--- src/verilog/rfp_pkg.sv ---
// Shared constants, register map and helpers for regulator fault protection
package rfp_pkg;

    // ------------------------------------------------------------
    // Sizes
    // ------------------------------------------------------------
    localparam int NUM_REG   = 11;
    localparam int NUM_KIND  = 3;
    localparam int KIND_UV   = 0;
    localparam int KIND_OV   = 1;
    localparam int KIND_CURRENT_LIMIT_FAULT = 2;
    localparam int LDO2_IDX  = 8;
    localparam int AW        = 5;
    localparam int DW        = 16;
    localparam int TW        = 15;
    localparam int NUM_PINS  = NUM_KIND * NUM_REG + 2;

    // ------------------------------------------------------------
    // Timing: one prescaled tick, durations in microseconds
    // ------------------------------------------------------------
    localparam int CLK_MHZ      = 200;
    localparam int TICK_US      = 100;
    localparam int TICK_CYC     = CLK_MHZ * TICK_US;
    localparam int CURRENT_LIMIT_FAULT_DB_US   = 1000;
    localparam int PERSIST_US   = 300;
    localparam int REEN_WAIT_US = 500;
    localparam int HOLD1_US     = 1500;
    localparam int HOLD2_US     = 5000;
    localparam int HOLD3_US     = 10000;
    localparam int MS_US        = 1000;
    localparam int TMR_TOP_MS   = 2056;
    localparam logic [3:0] CURRENT_LIMIT_FAULT_DB_TK = 4'(CURRENT_LIMIT_FAULT_DB_US / TICK_US);
    localparam logic [3:0] PERSIST_TK = 4'((PERSIST_US + TICK_US - 1) / TICK_US);
    localparam logic [3:0] REEN_TK    = 4'(REEN_WAIT_US / TICK_US);
    localparam logic [3:0] TMR_MAX_CODE = 4'ha;
    localparam logic [3:0] TMR_TOP_CODE = 4'hb;

    // ------------------------------------------------------------
    // Register map (word index), fields and reset values
    // ------------------------------------------------------------
    localparam logic [AW-1:0] A_KEEP      = 5'h00;  // +kind
    localparam logic [AW-1:0] A_BYPASS    = 5'h04;  // +kind
    localparam logic [AW-1:0] A_LATCH     = 5'h08;  // +kind, write 1 clears
    localparam logic [AW-1:0] A_MASK      = 5'h0c;  // +kind
    localparam logic [AW-1:0] A_REEN      = 5'h10;
    localparam logic [AW-1:0] A_ENABLE    = 5'h11;
    localparam logic [AW-1:0] A_CTRL      = 5'h12;
    localparam logic [AW-1:0] A_COUNT     = 5'h13;
    localparam logic [AW-1:0] A_STATUS    = 5'h14;
    localparam logic [AW-1:0] A_HOST_STAT = 5'h1f;
    localparam int F_UVDB   = 0;
    localparam int F_OVDB   = 2;
    localparam int F_TMR    = 4;
    localparam int F_LIM    = 8;
    localparam int F_PINCTL = 12;
    localparam logic [NUM_REG-1:0] EN_RST = 11'h7ff;

    typedef enum logic [1:0] {
        RFP_PD_ON    = 2'b00,
        RFP_PD_SEQ   = 2'b01,
        RFP_PD_HOLD  = 2'b10,
        RFP_PD_READY = 2'b11
    } rfp_pd_e;

    // ------------------------------------------------------------
    // Helpers
    // ------------------------------------------------------------
    // Over/undervoltage debounce select: 1, 2, 4 or 8 ticks
    function automatic logic [3:0] rfp_db_ticks(input logic [1:0] sel);
        return 4'h1 << sel;
    endfunction : rfp_db_ticks

    // Fault timer code to ticks; zero means the timer never expires
    function automatic logic [TW-1:0] rfp_timer_ticks(input logic [3:0] code);
        if (code <= TMR_MAX_CODE) begin
            return TW'((1 << code) * (MS_US / TICK_US));
        end else if (code == TMR_TOP_CODE) begin
            return TW'(TMR_TOP_MS * (MS_US / TICK_US));
        end
        return '0;
    endfunction : rfp_timer_ticks

    // Post power-down hold-off code to ticks
    function automatic logic [TW-1:0] rfp_hold_ticks(input logic [1:0] code);
        unique case (code)
            2'h0: return '0;
            2'h1: return TW'(HOLD1_US / TICK_US);
            2'h2: return TW'(HOLD2_US / TICK_US);
            2'h3: return TW'(HOLD3_US / TICK_US);
        endcase
    endfunction : rfp_hold_ticks

endpackage : rfp_pkg

--- src/verilog/rfp_if.sv ---
// Register and interrupt link between the fault block and its host
`timescale 1ns/1ps
`default_nettype none
interface rfp_if;
    import rfp_pkg::*;
    logic [AW-1:0] addr;
    logic [DW-1:0] wdata;
    logic          wr;
    logic          rd;
    logic [DW-1:0] rdata;
    logic          irq_oe;
    logic          irq_pin_n;

    // Open-drain pin with pull-up: low only while the device pulls
    assign irq_pin_n = ~irq_oe;

    modport device(input addr, wdata, wr, rd, output rdata, irq_oe);
    modport host(output addr, wdata, wr, rd, input rdata, irq_pin_n);
endinterface : rfp_if
`default_nettype wire

--- src/verilog/rfp_device.sv ---
// Device end: per-regulator fault protection and power-down hold-off
`timescale 1ns/1ps
`default_nettype none
// What this block does
// - Mask power-on request until sequence and hold-off end
// - Hold-off codes: none, 1.5, 5.0, 10 ms
// - Unprogrammed memory gives hold-off code zero
// - Monitor three fault kinds in active states
// - Unmasked fault latches pull interrupt pin low
// - Power-up restores fault configuration defaults
// - Keep-on bit per kind: 0 disables regulator
// - Current limit debounced 1 ms, disables at once
// - Voltage faults debounced, disable after 300 us
// - Re-enable bit restores regulator after fault clears
// - Restore 500 us after clear, plus limit debounce
// - Host writing enable off then on restores
// - Linear two pin control resumes after enable write
// - Four-bit fault counter increments unless at limit
// - Counter at limit starts power-down; host clears
// - Count limit loaded from memory at power-up
// - Zero limit never shuts down from counter
// - Fault timer runs during fault, expiry powers down
// - Timer code defaults from memory, host rewritable
// - Timer codes double from 1 ms; 2056; off
// - Ignored faults only latch and interrupt
module rfp_device
    import rfp_pkg::*;
#(
    parameter int TICK_CYCLES = TICK_CYC
) (
    input  wire logic               sys_clk_i,
    input  wire logic               rst_i,
    rfp_if.device                   link,
    input  wire logic [NUM_REG-1:0] undervoltage_fault_i,
    input  wire logic [NUM_REG-1:0] overvoltage_fault_i,
    input  wire logic [NUM_REG-1:0] current_limit_fault_i,
    input  wire logic               monitor_en_i,
    input  wire logic               power_on_request_pin_i,
    input  wire logic               linear_reg2_hw_enable_pin_i,
    input  wire logic               pwrup_load_i,
    input  wire logic [3:0]         otp_fault_count_limit_i,
    input  wire logic [3:0]         otp_timer_fault_i,
    input  wire logic [1:0]         otp_post_powerdown_holdoff_i,
    input  wire logic               otp_programmed_i,
    input  wire logic               pd_done_i,
    output logic      [NUM_REG-1:0] reg_en_o,
    output logic                    powerdown_req_o,
    output logic                    power_up_req_o
);
    initial begin
        if (TICK_CYCLES < 2) $error("TICK_CYCLES must be at least 2");
    end

    // ------------------------------------------------------------
    // Pin synchronisers and tick prescaler
    // ------------------------------------------------------------
    logic [NUM_PINS-1:0] s1, s2, s3, pin_s;
    logic [31:0]         pre;
    wire                 tick = (pre == 32'(TICK_CYCLES - 1));

    // A pin change counts once the second and third stages agree
    always_ff @(posedge sys_clk_i or posedge rst_i) begin
        if (rst_i) begin
            s1 <= '0; s2 <= '0; s3 <= '0; pin_s <= '0; pre <= '0;
        end else begin
            s1    <= {power_on_request_pin_i, linear_reg2_hw_enable_pin_i,
                      current_limit_fault_i, overvoltage_fault_i, undervoltage_fault_i};
            s2    <= s1;
            s3    <= s2;
            pin_s <= (~(s2 ^ s3) & s3) | ((s2 ^ s3) & pin_s);
            pre   <= tick ? '0 : pre + 32'h1;
        end
    end
    wire power_on_request_pin_s = pin_s[NUM_PINS-1];
    wire ldo2_pin_s = pin_s[NUM_PINS-2];

    // ------------------------------------------------------------
    // Registers
    // ------------------------------------------------------------
    logic [NUM_REG-1:0] keep [NUM_KIND];
    logic [NUM_REG-1:0] byp  [NUM_KIND];
    logic [NUM_REG-1:0] lat  [NUM_KIND];
    logic [NUM_REG-1:0] msk  [NUM_KIND];
    logic [NUM_REG-1:0] lat_set [NUM_KIND];
    logic [NUM_REG-1:0] reen, en_bits;
    logic [DW-1:0]      ctrl;
    logic [3:0]         fcnt;
    logic [1:0]         hold_code;
    rfp_pd_e            pd_state;
    logic [NUM_REG-1:0] off_v;
    logic [DW-1:0]      rd_mux;

    wire [1:0] undervoltage_debounce_sel   = ctrl[F_UVDB +: 2];
    wire [1:0] overvoltage_debounce_sel   = ctrl[F_OVDB +: 2];
    wire [3:0] tmr_cd  = ctrl[F_TMR +: 4];
    wire [3:0] limit   = ctrl[F_LIM +: 4];
    wire       pin_ctl = ctrl[F_PINCTL];
    wire [1:0] kidx    = link.addr[1:0];
    wire       kok     = (kidx != 2'h3);
    wire       wr_grp  = link.wr & kok;
    wire [AW-1:0] base = {link.addr[AW-1:2], 2'h0};
    wire       wr_cnt  = link.wr & (link.addr == A_COUNT);
    wire [NUM_REG-1:0] w11 = link.wdata[NUM_REG-1:0];
    wire [NUM_REG-1:0] en_clear = (link.wr && link.addr == A_ENABLE) ? ~w11 : '0;

    // Configuration goes back to defaults on every power-up load
    always_ff @(posedge sys_clk_i or posedge rst_i) begin
        if (rst_i) begin
            for (int k = 0; k < NUM_KIND; k++) begin
                keep[k] <= '0; byp[k] <= '0; msk[k] <= '0; lat[k] <= '0;
            end
            reen <= '0; en_bits <= EN_RST; ctrl <= '0; hold_code <= 2'h0;
        end else if (pwrup_load_i) begin
            for (int k = 0; k < NUM_KIND; k++) begin
                keep[k] <= '0; byp[k] <= '0; msk[k] <= '0;
                lat[k]  <= lat[k] | lat_set[k];
            end
            reen    <= '0;
            en_bits <= EN_RST;
            ctrl    <= '0;
            ctrl[F_LIM +: 4] <= otp_fault_count_limit_i;
            ctrl[F_TMR +: 4] <= otp_timer_fault_i;
            hold_code <= otp_programmed_i ? otp_post_powerdown_holdoff_i : 2'h0;
        end else begin
            for (int k = 0; k < NUM_KIND; k++) begin
                if (wr_grp && kidx == 2'(k) && base == A_KEEP) keep[k] <= w11;
                if (wr_grp && kidx == 2'(k) && base == A_BYPASS) byp[k] <= w11;
                if (wr_grp && kidx == 2'(k) && base == A_MASK) msk[k] <= w11;
                // Hardware set wins over a write-one clear
                lat[k] <= (lat[k] & ~((wr_grp && kidx == 2'(k) && base == A_LATCH) ? w11 : '0))
                          | lat_set[k];
            end
            if (link.wr && link.addr == A_REEN) reen <= w11;
            if (link.wr && link.addr == A_ENABLE) en_bits <= w11;
            if (link.wr && link.addr == A_CTRL) ctrl <= link.wdata;
        end
    end

    // ------------------------------------------------------------
    // Debounce per regulator and fault kind
    // ------------------------------------------------------------
    logic det [NUM_KIND*NUM_REG];
    logic [3:0] dcnt [NUM_KIND*NUM_REG];
    logic [NUM_REG-1:0] det_v [NUM_KIND];
    logic [NUM_REG-1:0] det_p [NUM_KIND];
    logic [NUM_REG-1:0] eff [NUM_KIND];
    for (genvar k = 0; k < NUM_KIND; k++) begin : g_kind
        for (genvar r = 0; r < NUM_REG; r++) begin : g_reg
            localparam int I = k * NUM_REG + r;
            wire raw = pin_s[I];
            wire [3:0] tgt = (k == KIND_CURRENT_LIMIT_FAULT) ? CURRENT_LIMIT_FAULT_DB_TK
                           : rfp_db_ticks(k == KIND_UV ? undervoltage_debounce_sel : overvoltage_debounce_sel);
            // Voltage faults drop at once; current limit waits on removal too
            always_ff @(posedge sys_clk_i or posedge rst_i) begin
                if (rst_i) begin
                    det[I] <= 1'b0; dcnt[I] <= 4'h0;
                end else if (!monitor_en_i) begin
                    det[I] <= 1'b0; dcnt[I] <= 4'h0;
                end else if (raw == det[I]) begin
                    dcnt[I] <= 4'h0;
                end else if (k != KIND_CURRENT_LIMIT_FAULT && !raw) begin
                    det[I] <= 1'b0;
                end else if (tick) begin
                    if (dcnt[I] + 4'h1 >= tgt) begin
                        det[I] <= raw; dcnt[I] <= 4'h0;
                    end else begin
                        dcnt[I] <= dcnt[I] + 4'h1;
                    end
                end
            end
            assign det_v[k][r] = det[I];
        end
        assign eff[k] = det_v[k] & ~byp[k];
        assign lat_set[k] = det_v[k] & ~det_p[k];
    end

    always_ff @(posedge sys_clk_i or posedge rst_i) begin
        if (rst_i) begin
            for (int k = 0; k < NUM_KIND; k++) det_p[k] <= '0;
        end else begin
            for (int k = 0; k < NUM_KIND; k++) det_p[k] <= det_v[k];
        end
    end

    // ------------------------------------------------------------
    // Regulator disable and re-enable
    // ------------------------------------------------------------
    wire [NUM_REG-1:0] dis_il = eff[KIND_CURRENT_LIMIT_FAULT] & ~keep[KIND_CURRENT_LIMIT_FAULT];
    wire [NUM_REG-1:0] dis_vf = (eff[KIND_UV] & ~keep[KIND_UV]) | (eff[KIND_OV] & ~keep[KIND_OV]);
    wire [NUM_REG-1:0] any_eff = eff[KIND_UV] | eff[KIND_OV] | eff[KIND_CURRENT_LIMIT_FAULT];
    logic [3:0] ocnt [NUM_REG];
    for (genvar r = 0; r < NUM_REG; r++) begin : g_off
        // One counter times the persist wait while on, the restore wait while off
        always_ff @(posedge sys_clk_i or posedge rst_i) begin
            if (rst_i) begin
                off_v[r] <= 1'b0; ocnt[r] <= 4'h0;
            end else if (!off_v[r]) begin
                if (dis_il[r]) begin
                    off_v[r] <= 1'b1; ocnt[r] <= 4'h0;
                end else if (!dis_vf[r]) begin
                    ocnt[r] <= 4'h0;
                end else if (tick) begin
                    off_v[r] <= (ocnt[r] + 4'h1 >= PERSIST_TK);
                    ocnt[r]  <= (ocnt[r] + 4'h1 >= PERSIST_TK) ? 4'h0 : ocnt[r] + 4'h1;
                end
            end else if (en_clear[r]) begin
                off_v[r] <= 1'b0; ocnt[r] <= 4'h0;
            end else if (!reen[r] || any_eff[r]) begin
                ocnt[r] <= 4'h0;
            end else if (tick) begin
                off_v[r] <= !(ocnt[r] + 4'h1 >= REEN_TK);
                ocnt[r]  <= ocnt[r] + 4'h1;
            end
        end
    end

    // Linear regulator two follows its pin when pin control is on
    wire [NUM_REG-1:0] req_en = pin_ctl ? ((en_bits & ~(11'h1 << LDO2_IDX))
                              | (NUM_REG'(ldo2_pin_s) << LDO2_IDX)) : en_bits;

    // ------------------------------------------------------------
    // Fault counter, fault timer, power-down and hold-off
    // ------------------------------------------------------------
    logic [TW-1:0] tmr, hcnt;
    wire new_evt = |((eff[KIND_UV] & ~det_p[KIND_UV]) | (eff[KIND_OV] & ~det_p[KIND_OV])
                     | (eff[KIND_CURRENT_LIMIT_FAULT] & ~det_p[KIND_CURRENT_LIMIT_FAULT]));
    wire inc = new_evt && (fcnt != limit);
    wire cnt_trip = (limit != 4'h0) && (fcnt == limit);
    wire [TW-1:0] tmr_lim = rfp_timer_ticks(tmr_cd);
    wire tmr_trip = (tmr_lim != '0) && tick && (tmr + TW'(1) >= tmr_lim);
    wire pd_trig = cnt_trip | tmr_trip;
    wire [TW-1:0] hold_lim = rfp_hold_ticks(hold_code);

    always_ff @(posedge sys_clk_i or posedge rst_i) begin
        if (rst_i) begin
            fcnt <= 4'h0; tmr <= '0;
        end else begin
            fcnt <= (wr_cnt || pwrup_load_i) ? {3'h0, inc} : fcnt + {3'h0, inc};
            tmr  <= (~|any_eff || tmr_lim == '0) ? '0 : (tick ? tmr + TW'(1) : tmr);
        end
    end

    // Power-on request masked from power-down start to end of hold-off
    always_ff @(posedge sys_clk_i or posedge rst_i) begin
        if (rst_i) begin
            pd_state <= RFP_PD_READY; hcnt <= '0;
            powerdown_req_o <= 1'b0; power_up_req_o <= 1'b0; reg_en_o <= '0;
            link.rdata <= '0; link.irq_oe <= 1'b0;
        end else begin
            unique case (pd_state)
                RFP_PD_ON:    if (pd_trig) pd_state <= RFP_PD_SEQ;
                RFP_PD_SEQ:   if (pd_done_i) pd_state <= RFP_PD_HOLD;
                RFP_PD_HOLD:  if (hcnt >= hold_lim) pd_state <= RFP_PD_READY;
                RFP_PD_READY: if (pwrup_load_i) pd_state <= RFP_PD_ON;
            endcase
            hcnt <= (pd_state == RFP_PD_HOLD && tick) ? hcnt + TW'(1)
                  : ((pd_state == RFP_PD_HOLD) ? hcnt : '0);
            powerdown_req_o <= (pd_state == RFP_PD_ON) && pd_trig;
            power_up_req_o  <= power_on_request_pin_s && (pd_state == RFP_PD_ON || pd_state == RFP_PD_READY);
            reg_en_o        <= (pd_state == RFP_PD_ON) ? (req_en & ~off_v) : '0;
            link.rdata      <= link.rd ? rd_mux : '0;
            link.irq_oe     <= |((lat[0] & ~msk[0]) | (lat[1] & ~msk[1])
                                 | (lat[2] & ~msk[2]));
        end
    end

    // ------------------------------------------------------------
    // Read decode
    // ------------------------------------------------------------
    always_comb begin
        rd_mux = '0;
        if (kok && base == A_KEEP)   rd_mux = DW'(keep[kidx]);
        if (kok && base == A_BYPASS) rd_mux = DW'(byp[kidx]);
        if (kok && base == A_LATCH)  rd_mux = DW'(lat[kidx]);
        if (kok && base == A_MASK)   rd_mux = DW'(msk[kidx]);
        if (link.addr == A_REEN)     rd_mux = DW'(reen);
        if (link.addr == A_ENABLE)   rd_mux = DW'(en_bits);
        if (link.addr == A_CTRL)     rd_mux = ctrl;
        if (link.addr == A_COUNT)    rd_mux = DW'(fcnt);
        if (link.addr == A_STATUS)   rd_mux = DW'({pd_state, off_v});
    end
endmodule : rfp_device
`default_nettype wire

--- src/flat_wrapper.sv ---
// flat-port wrapper written by rule: the top's interface ports become plain ports
module rfp_device_flat import rfp_pkg::*;
#(
    parameter int TICK_CYCLES = TICK_CYC
)
  (sys_clk_i, rst_i, undervoltage_fault_i, overvoltage_fault_i, current_limit_fault_i, monitor_en_i, power_on_request_pin_i, linear_reg2_hw_enable_pin_i, pwrup_load_i, otp_fault_count_limit_i, otp_timer_fault_i, otp_post_powerdown_holdoff_i, otp_programmed_i, pd_done_i, reg_en_o, powerdown_req_o, power_up_req_o, link_addr, link_wdata, link_wr, link_rd, link_rdata, link_irq_oe);
  rfp_if link_i ();
  input  wire logic sys_clk_i;
  input  wire logic rst_i;
  input  wire logic [NUM_REG-1:0] undervoltage_fault_i;
  input  wire logic [NUM_REG-1:0] overvoltage_fault_i;
  input  wire logic [NUM_REG-1:0] current_limit_fault_i;
  input  wire logic monitor_en_i;
  input  wire logic power_on_request_pin_i;
  input  wire logic linear_reg2_hw_enable_pin_i;
  input  wire logic pwrup_load_i;
  input  wire logic [3:0] otp_fault_count_limit_i;
  input  wire logic [3:0] otp_timer_fault_i;
  input  wire logic [1:0] otp_post_powerdown_holdoff_i;
  input  wire logic otp_programmed_i;
  input  wire logic pd_done_i;
  output logic      [NUM_REG-1:0] reg_en_o;
  output logic powerdown_req_o;
  output logic power_up_req_o;
  input wire logic [$bits(link_i.addr)-1:0] link_addr;
  input wire logic [$bits(link_i.wdata)-1:0] link_wdata;
  input wire logic [$bits(link_i.wr)-1:0] link_wr;
  input wire logic [$bits(link_i.rd)-1:0] link_rd;
  output wire logic [$bits(link_i.rdata)-1:0] link_rdata;
  output wire logic [$bits(link_i.irq_oe)-1:0] link_irq_oe;
  assign link_i.addr = link_addr;
  assign link_i.wdata = link_wdata;
  assign link_i.wr = link_wr;
  assign link_i.rd = link_rd;
  assign link_rdata = link_i.rdata;
  assign link_irq_oe = link_i.irq_oe;
  rfp_device #(.TICK_CYCLES(TICK_CYCLES)) u_core (.sys_clk_i(sys_clk_i), .rst_i(rst_i), .link(link_i), .undervoltage_fault_i(undervoltage_fault_i), .overvoltage_fault_i(overvoltage_fault_i), .current_limit_fault_i(current_limit_fault_i), .monitor_en_i(monitor_en_i), .power_on_request_pin_i(power_on_request_pin_i), .linear_reg2_hw_enable_pin_i(linear_reg2_hw_enable_pin_i), .pwrup_load_i(pwrup_load_i), .otp_fault_count_limit_i(otp_fault_count_limit_i), .otp_timer_fault_i(otp_timer_fault_i), .otp_post_powerdown_holdoff_i(otp_post_powerdown_holdoff_i), .otp_programmed_i(otp_programmed_i), .pd_done_i(pd_done_i), .reg_en_o(reg_en_o), .powerdown_req_o(powerdown_req_o), .power_up_req_o(power_up_req_o));
endmodule
--- config.mk ---
export PLATFORM = sky130hd
export DESIGN_NAME = rfp_device_flat
export DESIGN_NICKNAME = d
export VERILOG_FILES = /design/src/verilog/rfp_pkg.sv /design/src/verilog/rfp_if.sv /design/src/verilog/rfp_device.sv /design/src/flat_wrapper.sv
export SDC_FILE = /design/constraint.sdc
export NUM_CORES = 2
export LEC_CHECK = 0
export ABC_AREA = 1
export BUFFER_PORTS_ARGS = -buffer_cell sky130_fd_sc_hd__buf_2
export CELL_PAD_IN_SITES_DETAIL_PLACEMENT = 1
export CELL_PAD_IN_SITES_GLOBAL_PLACEMENT = 1
export CORE_ASPECT_RATIO = 0.7
export CORE_MARGIN = 4
export CORE_UTILIZATION = 40
export DETAILED_ROUTE_END_ITERATION = 16
export PLACE_DENSITY = 0.74
export SYNTH_ARGS = -nofsm -noshare
export SYNTH_HDL_FRONTEND = slang
export SYNTH_SLANG_ARGS = --single-unit
export TNS_END_PERCENT = 20
--- constraint.sdc ---
create_clock -name sys_clk_i -period 23.5 [get_ports sys_clk_i]
set_input_delay 3.525 -clock sys_clk_i [delete_from_list [all_inputs] [get_ports sys_clk_i]]
set_output_delay 3.525 -clock sys_clk_i [all_outputs]
set_load 0.01 [all_outputs]
==> results by stage <==
Worst setup path:
- The setup path with the least slack is of type primary input to flop.
- In this run the register-to-register setup slack is 19.00 ns.
- The path depth of the worst reg2reg path is 25.
- The worst register-to-register path ends at u_core.pd_state[0]$_DFFE_PP1P_.
- The maximum fanout along the worst path is 24.
- At the worst endpoint, the required time is 23.98 ns.
- Data on the critical path arrives at its endpoint at 7.64 ns.
- The worst register-to-register path begins at u_core.ctrl[5]$_DFFE_PP0P_.
- STA classifies the critical path startpoint as a primary input.
- The endpoint type of the worst setup path is a flop.

Timing:
- The fmax is 140 MHz.
- The final-report hold violation count is 0.
- The final sum of negative setup slack is 0 ns.
- The final critical path takes up 30.4% of the cycle.
- In this run the tightest slew margin relative to its limit is 28.8%.
- Setup violations remaining at the end of the flow were counted as 0.
- The final-report max-slew violation count was 0.
- The post-layout minimum cycle time is 7.15 ns.
- Setup repair after global routing left no endpoint under its margin.
- The transition time at the pin with the least slew margin is 1.06 ns.
- The largest clock skew in the final design is 0.0209 ns.

Routing:
- After detailed routing, the number of remaining DRC violations is 0.
- The total wirelength of the detailed-routed design is 111000 um.
- The number of search-and-repair iterations in the first detailed-routing pass is 5.
- The mean routed wirelength per cell is 20.0 um.
- The via count is 30100.
- In this run, the number of DRC markers left after iteration 0 of detailed routing was 2318.
- The number of antenna-violating nets in the routed design is 0.
- Dividing the detail-routed via count by the number of cells gives 5.40.

Power:
- The combinational power share is 12.2%.
- In this run the power density over the cells is 74.1 mW/mm^2.
- The reported leakage power is 19.3 nW.
- Net switching is 28.0% of the power.
- Across the VDD grid, the largest voltage drop is 0.0000502 V.
- The clock share of power is 44.1%.
- Internal power comes to 0.00212 W.
- The register share of total power is 43.7%.
- The switching power is 0.000823 W.

Synth:
- After synthesis, the share of flip-flops with an asynchronous set or reset is 100%.
- Sorting the synthesized cells by area gives the leading types as sky130_fd_sc_hd__dfrtp_1 (46%), sky130_fd_sc_hd__nand2_1 (9.3%), sky130_fd_sc_hd__ha_1 (7.7%).
- The post-synthesis instance area is 0.0351 mm^2.
- The proportion of synthesized chip area in sequential cells is 47.3%.
- Summed over its instances, the top area cell type makes up 46.3% of the synthesized netlist area.
- After synthesis, the mean cell area works out to 8.30 um^2.
- The number of enable flip-flop cells after synthesis is 0.
- By count the netlist is led by sky130_fd_sc_hd__nand2_1 (872), sky130_fd_sc_hd__dfrtp_1 (650), sky130_fd_sc_hd__inv_1 (522), sky130_fd_sc_hd__nand3_1 (380).
- Yosys printed 0 warnings.
- The cell taking the most area after synthesis is sky130_fd_sc_hd__dfrtp_1.
- The most repeated cell in the gate-level netlist after synthesis is sky130_fd_sc_hd__nand2_1.
- The netlist uses 56 different library cells.
- The synthesized design contains 663 register bits.
- The instance count of the mapped netlist is 4233.
- In the synthesized netlist the dominant register cell turns out to be sky130_fd_sc_hd__dfrtp_1.

Clocking:
- After clock tree synthesis, the clock-pin slew on the worst setup and hold paths is 0.06 ns.
- TritonCTS built the clock tree.
- The clock latency on the worst-skew pair is 0.63 ns.
- The number of gates resized after CTS was 0.
- The longest clock path from root to sink contains 3 buffers.
- The number of buffers created by CTS is 73.
- The root buffer selected by CTS is sky130_fd_sc_hd__clkbuf_16.
- The CTS H-tree depth is 3.
- The total of hold buffers inserted after clock tree synthesis is 0.
- The number of setup buffers added after CTS is 0.
- For this design, the sink count on the clock tree is 663.

Global routing:
- The initial antenna violation count came to 0.
- The overall track demand over capacity in global routing is 23.8%.
- The number of global-route vias before repair is 30600.
- The total congestion overflow is 0.
- The largest net degree at the start of global routing is 159.
- The first global-routing pass estimated 177000 um of wire.

Placement:
- The post-detailed-placement cell area is 0.0370 mm^2.
- Detailed placement ended at an HPWL of 81800 um.
- The count of input and output buffers is 103.
- The number of placed instances, taps included, is 5429.
- Routability-driven placement finished with a final weighted congestion of 0.895.

Floorplanning:
- The number of top-level pins is 104.
- The floorplan has 90 rows.
- The initial utilization of the core area, before any placement, comes to 40.6%.
- The chip width is 362 um.
- The floorplan die area is 0.0927 mm^2.
- The height of the chip is 256 um.
- The placeable core region is 0.0866 mm^2.

Status:
- The flow ran to the end, and the final reports show no timing, DRC or antenna violations.

Cells and area:
- The number of fillers in the final layout is 10300.
- The fraction of final layout cells sized beyond drive strength 1 is 7.63%.
- Once layout is complete, the cells apart from fillers number 5564.
- The antenna diode instance count is 0.
- After routing the design area is 0.0397 mm^2.
- After the last flow step, the layout net total stands at 4646.
- The signed area change from the synthesized netlist to the final layout is 13.0%.

Min path:
- The number of cells on the worst hold path is 0.
- The min-delay analysis places its worst path in the category flop to flop.
- The hold path startpoint is u_core.s1[22]$_DFF_PP0_.
- The path with the worst hold slack has its endpoint at u_core.s2[22]$_DFF_PP0_.

Job:
- The tool flagged a number of max-cap violations equal to 0.
[worst max-delay path, cell delays in order]
cell	delay [ns]
sky130_fd_sc_hd__buf_2	0.28
sky130_fd_sc_hd__inv_2	0.38
sky130_fd_sc_hd__nand2_1	0.17
sky130_fd_sc_hd__nor2_1	0.85
sky130_fd_sc_hd__inv_1	0.51
sky130_fd_sc_hd__nor2_1	0.89
sky130_fd_sc_hd__inv_1	0.10
sky130_fd_sc_hd__nand2_1	0.46
sky130_fd_sc_hd__inv_1	0.26
sky130_fd_sc_hd__nand2_1	0.11
sky130_fd_sc_hd__o21ai_0	0.08
[power by group through the flow]
stage	Clock (W)	Combinational (W)	Sequential [W]
after detailed placement	0	0.000355	0.00130
after floorplan	0	0.000243	0.00128
after global routing	0.00137	0.000410	0.00129
final	0.00130	0.000360	0.00129
after global placement	0	0.000345	0.00130
after CTS	0.00132	0.000360	0.00128
[layer usage]
metal,track usage [%],routed length (um),share of wire [%]
met1,36.6,55500,50
met2,35.2,46900,42
met3,3.65,6170,5.6
met4,5.66,2570,2.3
met5,0,0,0
[cell families (layout without fill, tap and decap cells)]
group,Yosys count,after routing,share of synthesized area (%)
simple gates,1879,1879,23.0
buf+inv,628,808,6.90
compound gates,644,644,9.91
mux,1,1,0.0285
flops,663,663,47.3
fa+ha+maj,253,253,8.78
other cells,1,2,0.0107
xor+xnor,164,164,4.09
[layout by cell type, fill, tap and decap left out, drive strengths merged, types with 15 or more instances in the layout]
cell type | synthesis | final
xnor2 | 56 | 56
nand4 | 69 | 69
nor2 | 382 | 382
a21oi | 137 | 137
maj3 | 35 | 35
nor4 | 30 | 30
nor3 | 93 | 93
dfrtp | 650 | 650
inv | 531 | 533
clkinv | 2 | 15
o211ai | 28 | 28
nand3 | 381 | 381
or2 | 27 | 27
ha | 217 | 217
xor2 | 108 | 108
o22ai | 41 | 41
buf | 31 | 140
o21ai | 386 | 386
a31oi | 18 | 18
nand2 | 878 | 878
clkbuf | 64 | 107
[metrics by stage]
| stage | power [W] | hold WS (ns) | setup WS [ns] | utilization [%] |
|---|---|---|---|---|
| final | 0.00294 | 0.346 | 16.35 | 45.8 |
| after global routing | 0.00307 | 0.351 | 16.17 | 45.8 |
| after CTS | 0.00297 | 0.349 | 16.58 | 45.8 |
| after detailed placement | 0.00166 | 0.336 | 16.04 | 42.7 |
| after global placement | 0.00165 | 0.333 | 16.21 | 42.7 |
| after floorplan | 0.00152 | 0.331 | 1.42 | - |
[state kept, by name, summed over array words and instances, names as in the netlist, 11 cells and up, named ones only]
signal / cells
u_core.en_bits: 11
u_core.s1: 35
u_core.det_p: 33
u_core.hcnt: 15
u_core.pre: 32
u_core.reen: 11
u_core.s3: 35
u_core.byp: 33
u_core.det: 33
u_core.keep: 33
u_core.ocnt: 44
u_core.reg_en_o: 11
u_core.ctrl: 16
u_core.dcnt: 132
u_core.tmr: 15
u_core.lat: 33
u_core.off_v: 11
u_core.link.rdata: 16
u_core.s2: 35
u_core.msk: 33
[cell type report]
class	count	area, um^2	area share, %
well taps	1150	1440	3.63
repair buffers	140	806	2.03
multi-input cells	2943	16100	40.6
inverters	533	2010	5.06
clock buffers	107	2280	5.75
clock inverters	28	435	1.10
flip-flops and latches	663	16600	41.8
[worst max-delay path by stage]
stage                     slack (ns)    startpoint                          end  depth (start not counted)
final                          16.35  link_addr[0]  u_core.ctrl[10]$_DFFE_PP0P_                         11
after global routing           16.17  link_addr[0]  u_core.ctrl[10]$_DFFE_PP0P_                         11
after CTS                      16.58  link_addr[0]  u_core.ctrl[10]$_DFFE_PP0P_                         11
after detailed placement       16.04  link_addr[0]   u_core.ctrl[0]$_DFFE_PP0P_                         11
after global placement         16.21  link_addr[0]   u_core.ctrl[0]$_DFFE_PP0P_                         11
after floorplan                 1.42         rst_i   asynchronous set/reset pin                          1
Note: power is estimated with default switching activity, not from simulation.
